==> src/pam_map.vh <==
// Purpose: constants for the port address and payload mapper
// Assumes: 16-bit link words, control words marked by the link control line
// Notes: definitions only
`ifndef PAM_MAP_VH
`define PAM_MAP_VH

// control word field positions
`define PAM_TYPE_HI_BIT     15
`define PAM_TYPE_LO_BIT     12
`define PAM_EOP_HI_BIT      14
`define PAM_EOP_LO_BIT      13
`define PAM_ADR_HI_BIT      11
`define PAM_ADR_LO_BIT      4

// control word type codes {bit15, bit12}
`define PAM_TYPE_IDLE       2'h0
`define PAM_TYPE_ADDR       2'h1
`define PAM_TYPE_PAY_CONT   2'h2
`define PAM_TYPE_PAY_SOP    2'h3

// end of packet status codes
`define PAM_EOP_NONE        2'h0
`define PAM_EOP_ABORT       2'h1
`define PAM_EOP_TWO         2'h2
`define PAM_EOP_ONE         2'h3

// port address sizes
`define PAM_ADDR_BYTES_MAX  18
`define PAM_ADDR_LIMIT      5'h12
`define PAM_ADDR_W          144
`define PAM_ADDR_DATA_MAX   4'h8
`define PAM_POS_MAX         5'h1f

// payload mapping modes
`define PAM_MODE_PACKET     2'h0
`define PAM_MODE_CELL52     2'h1
`define PAM_MODE_CELL54     2'h2

// cell word counts and word positions
`define PAM_CELL52_WORDS    6'h1a
`define PAM_CELL54_WORDS    6'h1b
`define PAM_HEADER_WORDS    6'h02
`define PAM_CHECK_WORD_IDX  6'h02
`define PAM_WORDS_MAX       6'h3f

// word kind codes
`define PAM_KIND_PAYLOAD    2'h0
`define PAM_KIND_HEADER     2'h1
`define PAM_KIND_CHECK      2'h2

`define PAM_PAD_ZERO        8'h00

`endif

==> src/pam_mapper.v <==
// Purpose: sink side of the link; assembles port addresses and unpacks payload words
// Assumes: partner changes link_ctl/link_data on the falling link clock edge
// Notes: link inputs sampled on clk through three flops; words taken at rising link edge
`timescale 1ns/1ps
`default_nettype none
`include "pam_map.vh"

module pam_mapper
(
	input  wire          clk,                          // system clock, 50 MHz
	input  wire          arst_n,                       // async reset, active low
	input  wire          link_clk,                     // link word clock
	input  wire          link_ctl,                     // high marks a control word
	input  wire [15:0]   link_data,                    // link word
	input  wire [4:0]    physical_address_byte_count,  // physical field width in bytes
	input  wire [4:0]    sink_address_byte_limit,      // bytes this sink keeps
	input  wire [15:0]   top_physical_address,         // highest physical port served
	input  wire [1:0]    cell_mode,                    // packet, 52-byte or 54-byte cell
	output wire [143:0]  port_address,                 // assembled port address
	output wire [4:0]    address_byte_count,           // bytes kept in port_address
	output wire          address_done,                 // pulse, address complete
	output wire          start_of_packet,              // transfer opened a packet
	output wire [15:0]   physical_port,                // decoded physical port
	output wire          port_in_range,                // physical port served here
	output wire          address_mismatch,             // pulse, continuation address differs
	output wire          address_overrun,              // pulse, too many address data words
	output wire [15:0]   payload_word,                 // received data word
	output wire          payload_valid,                // pulse, payload_word new
	output wire [1:0]    word_kind,                    // payload, header or check word
	output wire [7:0]    check_byte,                   // header check byte, 54-byte cells
	output wire [7:0]    user_defined_pad_byte,        // pad byte, 54-byte cells
	output wire          end_of_packet,                // pulse, packet ended
	output wire [1:0]    end_of_packet_status,         // status of last ending
	output wire          transfer_end,                 // pulse, transfer closed
	output wire          pad_error,                    // pulse, odd pad byte not zero
	output wire          cell_length_error             // pulse, cell ended at wrong length
);

	localparam [1:0] ST_IDLE = 2'h0;
	localparam [1:0] ST_ADDR = 2'h1;
	localparam [1:0] ST_DATA = 2'h2;

	// write one byte at its arrival position unless beyond the kept width
	function [`PAM_ADDR_W-1:0] pam_place;
		input [`PAM_ADDR_W-1:0] a;
		input [4:0]             idx;
		input [4:0]             lim;
		input [7:0]             b;
		integer i;
		begin
			pam_place = a;
			for (i = 0; i < `PAM_ADDR_BYTES_MAX; i = i + 1)
				if (i == idx && idx < lim)
					pam_place[i*8 +: 8] = b;
		end
	endfunction

	// physical bytes above the low two must be zero for a served port
	function pam_in_range;
		input [`PAM_ADDR_W-1:0] a;
		input [4:0]             n;
		input [15:0]            low;
		input [15:0]            top;
		integer i;
		reg     hi_zero;
		begin
			hi_zero = 1'b1;
			for (i = 2; i < `PAM_ADDR_BYTES_MAX; i = i + 1)
				if (i < n && a[i*8 +: 8] != `PAM_PAD_ZERO)
					hi_zero = 1'b0;
			pam_in_range = hi_zero && (low <= top);
		end
	endfunction

	// link synchronisers
	reg         lclk_s1_ff, lclk_s2_ff, lclk_s3_ff;
	reg         ctl_s1_ff, ctl_s2_ff, ctl_s3_ff;
	reg  [15:0] dat_s1_ff, dat_s2_ff, dat_s3_ff;
	reg         lclk_level_ff;

	// block state
	reg  [1:0]            state_ff, nxt_state;
	reg  [`PAM_ADDR_W-1:0] addr_ff, nxt_addr;
	reg  [4:0]            pos_ff, nxt_pos;
	reg  [3:0]            adw_cnt_ff, nxt_adw_cnt;
	reg  [`PAM_ADDR_W-1:0] pkt_addr_ff, nxt_pkt_addr;
	reg                   pkt_open_ff, nxt_pkt_open;
	reg  [5:0]            pkt_words_ff, nxt_pkt_words;
	reg  [7:0]            last_lo_ff, nxt_last_lo;

	// output registers
	reg  [`PAM_ADDR_W-1:0] port_address_ff, nxt_port_address;
	reg  [4:0]            addr_count_ff, nxt_addr_count;
	reg                   addr_done_ff, nxt_addr_done;
	reg                   sop_ff, nxt_sop;
	reg  [15:0]           phys_port_ff, nxt_phys_port;
	reg                   in_range_ff, nxt_in_range;
	reg                   mismatch_ff, nxt_mismatch;
	reg                   overrun_ff, nxt_overrun;
	reg  [15:0]           pay_word_ff, nxt_pay_word;
	reg                   pay_valid_ff, nxt_pay_valid;
	reg  [1:0]            kind_ff, nxt_kind;
	reg  [7:0]            check_ff, nxt_check;
	reg  [7:0]            pad_ff, nxt_pad;
	reg                   eop_ff, nxt_eop;
	reg  [1:0]            eop_status_ff, nxt_eop_status;
	reg                   xfer_end_ff, nxt_xfer_end;
	reg                   pad_err_ff, nxt_pad_err;
	reg                   cell_err_ff, nxt_cell_err;

	wire        word_strobe;
	wire [1:0]  cw_type;
	wire [1:0]  cw_eop;
	wire [7:0]  cw_adr;
	wire [4:0]  kept_limit;
	wire [4:0]  phys_bytes;

	// a rising link edge counts once the second and third samples agree high
	assign word_strobe = lclk_s2_ff && lclk_s3_ff && !lclk_level_ff;
	assign cw_type     = {dat_s3_ff[`PAM_TYPE_HI_BIT], dat_s3_ff[`PAM_TYPE_LO_BIT]};
	assign cw_eop      = dat_s3_ff[`PAM_EOP_HI_BIT:`PAM_EOP_LO_BIT];
	assign cw_adr      = dat_s3_ff[`PAM_ADR_HI_BIT:`PAM_ADR_LO_BIT];
	// never keep more than the largest legal address
	assign kept_limit  = (sink_address_byte_limit > `PAM_ADDR_LIMIT) ?
	                     `PAM_ADDR_LIMIT : sink_address_byte_limit;
	assign phys_bytes  = (physical_address_byte_count > kept_limit) ?
	                     kept_limit : physical_address_byte_count;

	// three-flop synchronisers; first stage feeds only the second
	always @(posedge clk or negedge arst_n)
	begin
		if (!arst_n)
		begin
			lclk_s1_ff    <= 1'b0;
			lclk_s2_ff    <= 1'b0;
			lclk_s3_ff    <= 1'b0;
			ctl_s1_ff     <= 1'b0;
			ctl_s2_ff     <= 1'b0;
			ctl_s3_ff     <= 1'b0;
			dat_s1_ff     <= 16'h0000;
			dat_s2_ff     <= 16'h0000;
			dat_s3_ff     <= 16'h0000;
			lclk_level_ff <= 1'b0;
		end
		else
		begin
			lclk_s1_ff <= link_clk;
			lclk_s2_ff <= lclk_s1_ff;
			lclk_s3_ff <= lclk_s2_ff;
			ctl_s1_ff  <= link_ctl;
			ctl_s2_ff  <= ctl_s1_ff;
			ctl_s3_ff  <= ctl_s2_ff;
			dat_s1_ff  <= link_data;
			dat_s2_ff  <= dat_s1_ff;
			dat_s3_ff  <= dat_s2_ff;
			// filtered link clock level, moves only on agreement
			if (lclk_s2_ff == lclk_s3_ff)
				lclk_level_ff <= lclk_s3_ff;
		end
	end

	// word decode; data is stable half a link period after the rising edge
	always @*
	begin
		nxt_state        = state_ff;
		nxt_addr         = addr_ff;
		nxt_pos          = pos_ff;
		nxt_adw_cnt      = adw_cnt_ff;
		nxt_pkt_addr     = pkt_addr_ff;
		nxt_pkt_open     = pkt_open_ff;
		nxt_pkt_words    = pkt_words_ff;
		nxt_last_lo      = last_lo_ff;
		nxt_port_address = port_address_ff;
		nxt_addr_count   = addr_count_ff;
		nxt_sop          = sop_ff;
		nxt_phys_port    = phys_port_ff;
		nxt_in_range     = in_range_ff;
		nxt_pay_word     = pay_word_ff;
		nxt_kind         = kind_ff;
		nxt_check        = check_ff;
		nxt_pad          = pad_ff;
		nxt_eop_status   = eop_status_ff;
		nxt_addr_done    = 1'b0;
		nxt_mismatch     = 1'b0;
		nxt_overrun      = 1'b0;
		nxt_pay_valid    = 1'b0;
		nxt_eop          = 1'b0;
		nxt_xfer_end     = 1'b0;
		nxt_pad_err      = 1'b0;
		nxt_cell_err     = 1'b0;
		if (word_strobe && ctl_s3_ff)
		begin
			// first control word after a burst closes the transfer
			if (state_ff == ST_DATA)
			begin
				nxt_xfer_end   = 1'b1;
				nxt_eop_status = cw_eop;
				if (cw_eop != `PAM_EOP_NONE)
				begin
					nxt_eop      = 1'b1;
					nxt_pkt_open = 1'b0;
				end
				// odd ending must have left a zero low half
				if (cw_eop == `PAM_EOP_ONE && last_lo_ff != `PAM_PAD_ZERO)
					nxt_pad_err = 1'b1;
				// cells end on a fixed even length
				if (cell_mode == `PAM_MODE_CELL52 && (cw_eop == `PAM_EOP_ONE ||
				    (cw_eop == `PAM_EOP_TWO && pkt_words_ff != `PAM_CELL52_WORDS)))
					nxt_cell_err = 1'b1;
				if (cell_mode == `PAM_MODE_CELL54 && (cw_eop == `PAM_EOP_ONE ||
				    (cw_eop == `PAM_EOP_TWO && pkt_words_ff != `PAM_CELL54_WORDS)))
					nxt_cell_err = 1'b1;
				nxt_state = ST_IDLE;
			end
			case (cw_type)
				`PAM_TYPE_ADDR:
				begin
					// fresh transfer: clear, then least significant byte first
					nxt_addr    = pam_place({`PAM_ADDR_W{1'b0}}, 5'h00, kept_limit, cw_adr);
					nxt_pos     = 5'h01;
					nxt_adw_cnt = 4'h0;
					nxt_state   = ST_ADDR;
				end
				`PAM_TYPE_PAY_CONT, `PAM_TYPE_PAY_SOP:
				begin
					// payload control carries the most significant byte
					if (state_ff == ST_ADDR)
						nxt_addr = pam_place(addr_ff, pos_ff, kept_limit, cw_adr);
					else
					begin
						nxt_addr = pam_place({`PAM_ADDR_W{1'b0}}, 5'h00, kept_limit, cw_adr);
						nxt_pos  = 5'h00;
					end
					// count what was kept; excess bytes were dropped above
					// compare before adding so a saturated position cannot wrap to zero
					if (nxt_pos >= kept_limit)
						nxt_addr_count = kept_limit;
					else
						nxt_addr_count = nxt_pos + 5'h01;
					nxt_port_address = nxt_addr;
					nxt_addr_done    = 1'b1;
					// decode only the physical field; higher bytes stay extended
					if (phys_bytes == 5'h00)
						nxt_phys_port = 16'h0000;
					else if (phys_bytes == 5'h01)
						nxt_phys_port = {8'h00, nxt_addr[7:0]};
					else
						nxt_phys_port = nxt_addr[15:0];
					nxt_in_range = pam_in_range(nxt_addr, phys_bytes, nxt_phys_port,
					                            top_physical_address);
					nxt_sop = (cw_type == `PAM_TYPE_PAY_SOP);
					if (cw_type == `PAM_TYPE_PAY_SOP)
					begin
						// packet or cell always opens a transfer
						nxt_pkt_addr  = nxt_addr;
						nxt_pkt_open  = 1'b1;
						nxt_pkt_words = 6'h00;
					end
					else if (!pkt_open_ff || nxt_addr != pkt_addr_ff)
						nxt_mismatch = 1'b1;
					nxt_state = ST_DATA;
				end
				default:
				begin
					// idle or training word ends any address in progress
					nxt_state = ST_IDLE;
				end
			endcase
		end
		else if (word_strobe && state_ff == ST_ADDR)
		begin
			// two address bytes per word, lower half less significant
			if (adw_cnt_ff == `PAM_ADDR_DATA_MAX)
				nxt_overrun = 1'b1;
			else
				nxt_adw_cnt = adw_cnt_ff + 4'h1;
			// upper byte index saturates too, else it would overwrite byte zero
			nxt_addr = pam_place(pam_place(addr_ff, pos_ff, kept_limit, dat_s3_ff[7:0]),
			                     (pos_ff == `PAM_POS_MAX) ? `PAM_POS_MAX : pos_ff + 5'h01,
			                     kept_limit, dat_s3_ff[15:8]);
			// saturate so a long run can never wrap into low bytes
			if (pos_ff >= `PAM_POS_MAX - 5'h01)
				nxt_pos = `PAM_POS_MAX;
			else
				nxt_pos = pos_ff + 5'h02;
		end
		else if (word_strobe && state_ff == ST_DATA)
		begin
			// earlier byte in the upper half, delivered unchanged
			nxt_pay_word  = dat_s3_ff;
			nxt_pay_valid = 1'b1;
			nxt_last_lo   = dat_s3_ff[7:0];
			nxt_kind      = `PAM_KIND_PAYLOAD;
			if (cell_mode != `PAM_MODE_PACKET && pkt_words_ff < `PAM_HEADER_WORDS)
				nxt_kind = `PAM_KIND_HEADER;
			if (cell_mode == `PAM_MODE_CELL54 && pkt_words_ff == `PAM_CHECK_WORD_IDX)
			begin
				nxt_kind  = `PAM_KIND_CHECK;
				nxt_check = dat_s3_ff[15:8];
				nxt_pad   = dat_s3_ff[7:0];
			end
			// word count spans segments of one packet
			if (pkt_words_ff != `PAM_WORDS_MAX)
				nxt_pkt_words = pkt_words_ff + 6'h01;
		end
	end

	// state and output registers
	always @(posedge clk or negedge arst_n)
	begin
		if (!arst_n)
		begin
			state_ff        <= ST_IDLE;
			addr_ff         <= {`PAM_ADDR_W{1'b0}};
			pos_ff          <= 5'h00;
			adw_cnt_ff      <= 4'h0;
			pkt_addr_ff     <= {`PAM_ADDR_W{1'b0}};
			pkt_open_ff     <= 1'b0;
			pkt_words_ff    <= 6'h00;
			last_lo_ff      <= 8'h00;
			port_address_ff <= {`PAM_ADDR_W{1'b0}};
			addr_count_ff   <= 5'h00;
			addr_done_ff    <= 1'b0;
			sop_ff          <= 1'b0;
			phys_port_ff    <= 16'h0000;
			in_range_ff     <= 1'b0;
			mismatch_ff     <= 1'b0;
			overrun_ff      <= 1'b0;
			pay_word_ff     <= 16'h0000;
			pay_valid_ff    <= 1'b0;
			kind_ff         <= `PAM_KIND_PAYLOAD;
			check_ff        <= 8'h00;
			pad_ff          <= 8'h00;
			eop_ff          <= 1'b0;
			eop_status_ff   <= `PAM_EOP_NONE;
			xfer_end_ff     <= 1'b0;
			pad_err_ff      <= 1'b0;
			cell_err_ff     <= 1'b0;
		end
		else
		begin
			state_ff        <= nxt_state;
			addr_ff         <= nxt_addr;
			pos_ff          <= nxt_pos;
			adw_cnt_ff      <= nxt_adw_cnt;
			pkt_addr_ff     <= nxt_pkt_addr;
			pkt_open_ff     <= nxt_pkt_open;
			pkt_words_ff    <= nxt_pkt_words;
			last_lo_ff      <= nxt_last_lo;
			port_address_ff <= nxt_port_address;
			addr_count_ff   <= nxt_addr_count;
			addr_done_ff    <= nxt_addr_done;
			sop_ff          <= nxt_sop;
			phys_port_ff    <= nxt_phys_port;
			in_range_ff     <= nxt_in_range;
			mismatch_ff     <= nxt_mismatch;
			overrun_ff      <= nxt_overrun;
			pay_word_ff     <= nxt_pay_word;
			pay_valid_ff    <= nxt_pay_valid;
			kind_ff         <= nxt_kind;
			check_ff        <= nxt_check;
			pad_ff          <= nxt_pad;
			eop_ff          <= nxt_eop;
			eop_status_ff   <= nxt_eop_status;
			xfer_end_ff     <= nxt_xfer_end;
			pad_err_ff      <= nxt_pad_err;
			cell_err_ff     <= nxt_cell_err;
		end
	end

	// outputs straight from registers
	assign port_address          = port_address_ff;
	assign address_byte_count    = addr_count_ff;
	assign address_done          = addr_done_ff;
	assign start_of_packet       = sop_ff;
	assign physical_port         = phys_port_ff;
	assign port_in_range         = in_range_ff;
	assign address_mismatch      = mismatch_ff;
	assign address_overrun       = overrun_ff;
	assign payload_word          = pay_word_ff;
	assign payload_valid         = pay_valid_ff;
	assign word_kind             = kind_ff;
	assign check_byte            = check_ff;
	assign user_defined_pad_byte = pad_ff;
	assign end_of_packet         = eop_ff;
	assign end_of_packet_status  = eop_status_ff;
	assign transfer_end          = xfer_end_ff;
	assign pad_error             = pad_err_ff;
	assign cell_length_error     = cell_err_ff;

endmodule // pam_mapper

`default_nettype wire

==> config.mk <==
export PLATFORM = sky130hd
export DESIGN_NAME = pam_mapper
export DESIGN_NICKNAME = d
export VERILOG_FILES = /design/src/pam_mapper.v
export VERILOG_INCLUDE_DIRS = /design/src
export SDC_FILE = /design/constraint.sdc
export NUM_CORES = 2
export LEC_CHECK = 0
export ABC_AREA = 1
export CAP_MARGIN = 20
export CORE_MARGIN = 2
export CORE_UTILIZATION = 28
export CTS_BUF_LIST = sky130_fd_sc_hd__clkbuf_4 sky130_fd_sc_hd__clkbuf_8 sky130_fd_sc_hd__clkbuf_16
export CTS_CLUSTER_DIAMETER = 30
export DETAILED_ROUTE_END_ITERATION = 16
export DONT_BUFFER_PORTS = 1
export SLEW_MARGIN = 25
export SYNTH_ARGS = -nofsm -noshare
export SYNTH_HDL_FRONTEND = slang
export SYNTH_SLANG_ARGS = --single-unit
==> constraint.sdc <==
create_clock -name clk -period 8.7 [get_ports clk]
set_input_delay 1.74 -clock clk [delete_from_list [all_inputs] [get_ports clk]]
set_output_delay 1.74 -clock clk [all_outputs]
set_load 0.05 [all_outputs]
* Yosys cells after proc, flatten, opt, wreduce, memory -nomap -nowiden
Index checks and enable logic that the tools add are counted.
** Storage, ports and cells
- Input bits :: 48
- Register bits after elaboration :: 580
- Output and inout bits :: 211
** Cells by class
- Reductions and logical operators :: 140
- Order comparisons :: 25
- Eq/ne operators :: 58
- Add/sub/neg operators :: 5
- Bitwise logic cells :: 2
- Multiplexer cells :: 135
** Operator list (number)
- two-way mux 144 bit :: 5
- two-way mux 8 bit :: 55
- case mux 144 bit (2 select lines) :: 1
- != test 144 bit :: 1
- nonzero test 8 bit :: 17
- equality test 4 x 5 -> 1 bit (first input constant) :: 16
- logical AND 1 bit :: 65
- two-way mux 16 bit :: 4
- AND reduction 3 bit :: 21
- nonzero test 3 bit :: 18
- two-way mux 5 bit :: 10
- two-way mux 1 bit :: 47
- equality test 3 x 5 -> 1 bit (first input constant) :: 8
- < comparator 4 x 5 -> 1 bit (first input constant) :: 8
- two-way mux 6 bit :: 6
- equality test 2 x 5 -> 1 bit (first input constant) :: 4
- equality test 5 bit (first input constant) :: 4
- < comparator 3 x 5 -> 1 bit (first input constant) :: 4
- less-or-equal comparator 16 bit :: 1
- two-way mux 4 bit :: 4
- zero test 5 bit :: 3
- equality test 2 bit (second input constant) :: 6
- != test 6 x 5 -> 1 bit (second input constant) :: 2
- adder 5 x 1 -> 5 bit (second input constant) :: 2
- 34 further kinds :: 53

* Longest topological paths before layout
- Word-level depth :: 29
- Mapped depth :: 34
- Depth with buffers taken out :: 34

* Least setup slack after synthesis
Ideal clock, no wire load.
- Path type :: input-to-reg
- Start :: input port sink_address_byte_limit[3]
- End :: register in_range_ff (netlist: port_in_range)
- Required time :: 8634 ps
- Buffers on the path :: 0
- Data arrival time :: 5274 ps
- Setup slack :: 3360 ps
- Stages on the path :: 32
- Path through :: nor2_1 > nand2_1 > nand2_1 > inv_1 > nor2_1 > ha_1 > nand2_1 > nor2_1 > nand2_1 > nand4_1 > nand2_1 > o21ai_0 > nand2_1 > nor2_2 > nand2_1 > nand2_1 > inv_1 > ha_1 > inv_1 > nor2_1 > nor2_1 > o21a_1 > o221ai_1 > nand2_1 > nand2_1 > a21oi_1 > nand2_1 > nor2_1 > nand3_1 > nor2_1 > nand3_1 > nand2_1
** Between the ends
- Cells in the longest elaborated chain, start to end :: 29
** RTL lines
- from (decl) :: line pam_mapper.v:16 : input wire [4:0] sink_address_byte_limit,
- greater-than comparator 5 bit (no source line)
- two-way mux 5 bit * :: line pam_mapper.v:124 : assign kept_limit = (sink_address_byte_limit > `PAM_ADDR_LIMIT) ?
- < comparator 5 bit :: line pam_mapper.v:53 : if (i == idx && idx < lim)
- logical AND 1 bit :: line pam_mapper.v:53
- two-way mux 8 bit :: line pam_mapper.v:53
- two-way mux 144 bit :: line pam_mapper.v:227 : if (state_ff == ST_ADDR)
- two-way mux 144 bit :: line pam_mapper.v:215 : case (cw_type)
- two-way mux 144 bit :: line pam_mapper.v:191 : if (word_strobe && ctl_s3_ff)
- nonzero test 8 bit (no source line)
- logical AND 1 bit (no source line)
- two-way mux 1 bit :: line pam_mapper.v:69 : if (i < n && a[i*8 +: 8] != `PAM_PAD_ZERO)
- two-way mux 1 bit (2 in a row)
- two-way mux 1 bit (9 in a row) :: line pam_mapper.v:69
- two-way mux 1 bit (3 in a row)
- two-way mux 1 bit :: line pam_mapper.v:69
- two-way mux 1 bit (2 in a row)
- logical AND 1 bit * :: line pam_mapper.v:71 : pam_in_range = hi_zero && (low <= top);
- to (signal assigned) :: line pam_mapper.v:355 : in_range_ff <= nxt_in_range;
- to (decl) :: line pam_mapper.v:97 : reg in_range_ff, nxt_in_range;
Every way passes the cells marked *; elsewhere a longest branch is shown, timed or not. The select of a mux whose other input is x is not followed.
A chain may end at the register's enable or synchronous reset.

* Final worst setup path
Same ends and word-level chain as after synthesis.

==> impl_metrics.csv <==
group,metric,value,unit
finish,mostFrequentLayoutCell,"nand2_1",
routing,antenna_left,0,
power,switchingPower,5.26,mW
timing,finalCriticalPeriod,5.93,ns
routing,drc,0,
critical_path,reg2reg_slack,4.01,ns
hold_path,hold_depth,0,
logic_synthesis,ys_seq_area_frac,0.464,
timing,relSlewSlack,0.265,
critical_path,worst-setup-path-type,"in -> reg",
logic_synthesis,netlist.area_leader.share,0.464,
floorplanning,num_rows,121,
job,maxCapViolCount,0,
power,p_clk_frac,0.429,
routing,wl_per_cell,20.8,microns
timing,final.setup_skew,0.0509,ns
clocking,post_cts_buffers,0,
global_routing,grt_max_degree,573,
logic_synthesis,syn_inst,4090,
logic_synthesis,ys_async_sr_fraction,1.00,
global_routing,grt_pass1_vias,27017,
critical_path,rr_worst_depth,18,
floorplanning,die-area,113000,sq um
finish,fillCellCount,11373,
logic_synthesis,ys.flop_type,"dfrtp_1",
timing,worst_slew_pin_slew,1.10,ns
placement,placed_area,32000,sq um
power,vdd.ir_drop.worst,215,uV
power,p_sw_frac,0.383,
critical_path,crit_required,9.35,ns
global_routing,grt_overflow,0,
logic_synthesis,synth_nets,4183,
routing,routed_via_density,5.16,
floorplanning,core_region_area,109000,sq um
critical_path,slowest_delay,0.53,ns
timing,finalHoldViolCount,0,
logic_synthesis,ys_ff_latch,572,
clocking,postCtsHoldBufs,0,
floorplanning,ioPinCount,259,
finish,syn_to_final_growth,21.8,%
timing,rsz0062_at_grt,"false",
power,internal_power,8.48,mW
critical_path,critPathSlowestCell,"o21ai_0",
global_routing,grt_use_total,0.205,
clocking,root_buffer,"clkbuf_16",
critical_path,critPathMaxFanout,9,
critical_path,worstReg2RegStart,"pos_ff[4]$_DFFE_PN0P_",
logic_synthesis,yosysWarnings,0,
hold_path,hold_path_end,"ctl_s3_ff$_DFF_PN0_",
floorplanning,die_w,336,microns
logic_synthesis,syn_area_per_cell,7.55,sq um
timing,fmaxAchievable,0.169,GHz
status,status,"complete, no violations",
power,p_leak,18.1,nW
placement,portBuffers,0,
finish,postLayoutCellArea,37600,sq um
logic_synthesis,synth_area_leaders,"dfrtp_1 46%, nand2_1 15%, o21ai_0 6.5%",
clocking,insertion_delay,0.74,ns
power,p_seq_frac,0.361,
critical_path,worstPathArrival,6.57,ns
critical_path,cp-end-kind,"flip-flop",
critical_path,crit_path_start_kind,"input port",
routing,drtIter0Drc,3198,
routing,wirelength,117000,microns
hold_path,min_from,"ctl_s2_ff$_DFF_PN0_",
clocking,cts_sinks,572,
clocking,cts.path.max_buffers,3,
global_routing,antenna_found_initial,4,
placement,dp_hpwl,71700,microns
finish,drive_gt1_frac,0.102,
placement,place_congestion,0.870,
timing,finalSetupTns,0,ns
clocking,htree_levels,4,
critical_path,r2r-end,"port_in_range$_DFFE_PN0P_",
logic_synthesis,synth_area,30900,sq um
critical_path,crit_top_cell,"nand2_1",
routing,first_pass_iters,6,
hold_path,min_path_type,"reg -> reg",
finish,layout_common_cells,"1205 x nand2_1, 570 x dfrtp_1, 404 x o21ai_0, 365 x inv_1, 281 x nor2_1",
timing,slew_viol_final,0,
finish,nets,4132,
global_routing,grt_pass1_wl,174000,microns
logic_synthesis,synthDistinctLibCells,49,
floorplanning,start_util,0.283,
routing,num_vias,29128,
logic_synthesis,yosys.area.top_type,"dfrtp_1",
timing,setup_viol,0,
clocking,cts_resized,0,
power,power_frac_comb,0.210,
power,powerDensity,365,nW/um^2
clocking,clkTransAtPathRegs,0.05,ns
timing,min_period_over_period,0.681,
clocking,cts_buffers,156,
floorplanning,die_h,336,microns
clocking,cts_tree,"yes",
logic_synthesis,synth_edf_count,0,
==> worst max path at each step <==
stage,to,from,cells after the start,slack [ns]
floorplan,port_in_range$_DFFE_PN0P_,sink_address_byte_limit[3],32,3.36
global route,port_in_range$_DFFE_PN0P_,sink_address_byte_limit[3],32,2.25
global placement,port_in_range$_DFFE_PN0P_,sink_address_byte_limit[3],32,2.09
detailed placement,port_in_range$_DFFE_PN0P_,sink_address_byte_limit[3],32,2.11
CTS,port_in_range$_DFFE_PN0P_,sink_address_byte_limit[3],32,2.81
finish,port_in_range$_DFFE_PN0P_,sink_address_byte_limit[3],32,2.77
==> synth_stat cells, types with 20 or more instances <==
master	count
nand4_1	243
nand2_2	21
dfrtp_1	572
ha_1	45
o21ai_0	404
buf_2	41
nand2_1	1206
a31oi_1	142
clkbuf_1	151
a21oi_1	171
inv_1	373
nand3_1	213
nor2_1	283
o21ai_1	20
buf_1	33
==> metal layers <==
| metal | vias to the layer above | GRT usage | share of wire |
|---|---|---|---|
| li1 | 13604 | - | - |
| met1 | 14065 | 0.284 | 0.43 |
| met2 | 1241 | 0.313 | 0.45 |
| met3 | 218 | 0.0428 | 0.086 |
| met4 | 0 | 0.0765 | 0.031 |
| met5 | - | 0 | 0 |
==> area by class of cell <==
type / count / area [sq um] / area share
inverters: 385 / 1460 / 0.0387
flip-flops and latches: 572 / 14300 / 0.381
repair buffers: 36 / 417 / 0.0111
clock buffers: 204 / 4450 / 0.118
well taps: 1476 / 1850 / 0.0491
clock inverters: 77 / 1020 / 0.0272
multi-input cells: 2888 / 14100 / 0.375
diodes: 2 / 5.00 / 0.000133
==> metrics by stage <==
| step | std cells | setup slack, ns | power [mW] | util | hold WS [ns] |
|---|---|---|---|---|---|
| finish | 5640 | 2.77 | 13.7 | 0.345 | 0.333 |
| global route | 5638 | 2.25 | 14.5 | 0.344 | 0.351 |
| CTS | 5634 | 2.81 | 13.8 | 0.343 | 0.336 |
| detailed placement | 5353 | 2.11 | 7.81 | 0.293 | 0.335 |
| global placement | 5353 | 2.09 | 7.74 | 0.293 | 0.333 |
| floorplan | 4090 | 3.36 | 6.92 | - | 0.331 |
==> worst max-delay path: cells and delay by family <==
kind,cells,cell delay [ns]
buffers and inverters,3,0.17
AO/OA/AOI/OAI,4,1.04
AND/OR/NAND/NOR,23,3.11
adder cells (fa/ha/maj),2,0.48
==> kinds of logic after synthesis <==
group,Yosys count,share of synthesized area
AND/OR/NAND/NOR,2037,0.286
AO/OA/AOI/OAI,792,0.147
buffers and inverters,630,0.0808
flip-flops,572,0.464
adder cells (fa/ha/maj),45,0.0182
XOR/XNOR,13,0.00369
multiplexers,1,0.000365
==> power by group through the flow <==
stage	combinational [mW]	clock, mW	sequential (mW)
after floorplan	2.16	0	4.77
after global placement	2.74	0	5.00
after detailed placement	2.79	0	5.02
after CTS	2.81	5.97	4.99
after global routing	3.29	6.12	5.07
final	2.89	5.89	4.96
==> registers in the layout (all words and copies together) (netlist names), 2 cells and up <==
name	cells
addr_ff	144
pkt_addr_ff	144
port_address	144
dat_s1_ff	16
dat_s2_ff	16
dat_s3_ff	16
physical_port	16
payload_word	9
check_byte	8
user_defined_pad_byte	8
last_lo_ff	7
pkt_words_ff	6
address_byte_count	5
pos_ff	5
adw_cnt_ff	4
end_of_packet_status	2
state_ff	2
word_kind	2
Power figures use the tool's default switching activity.
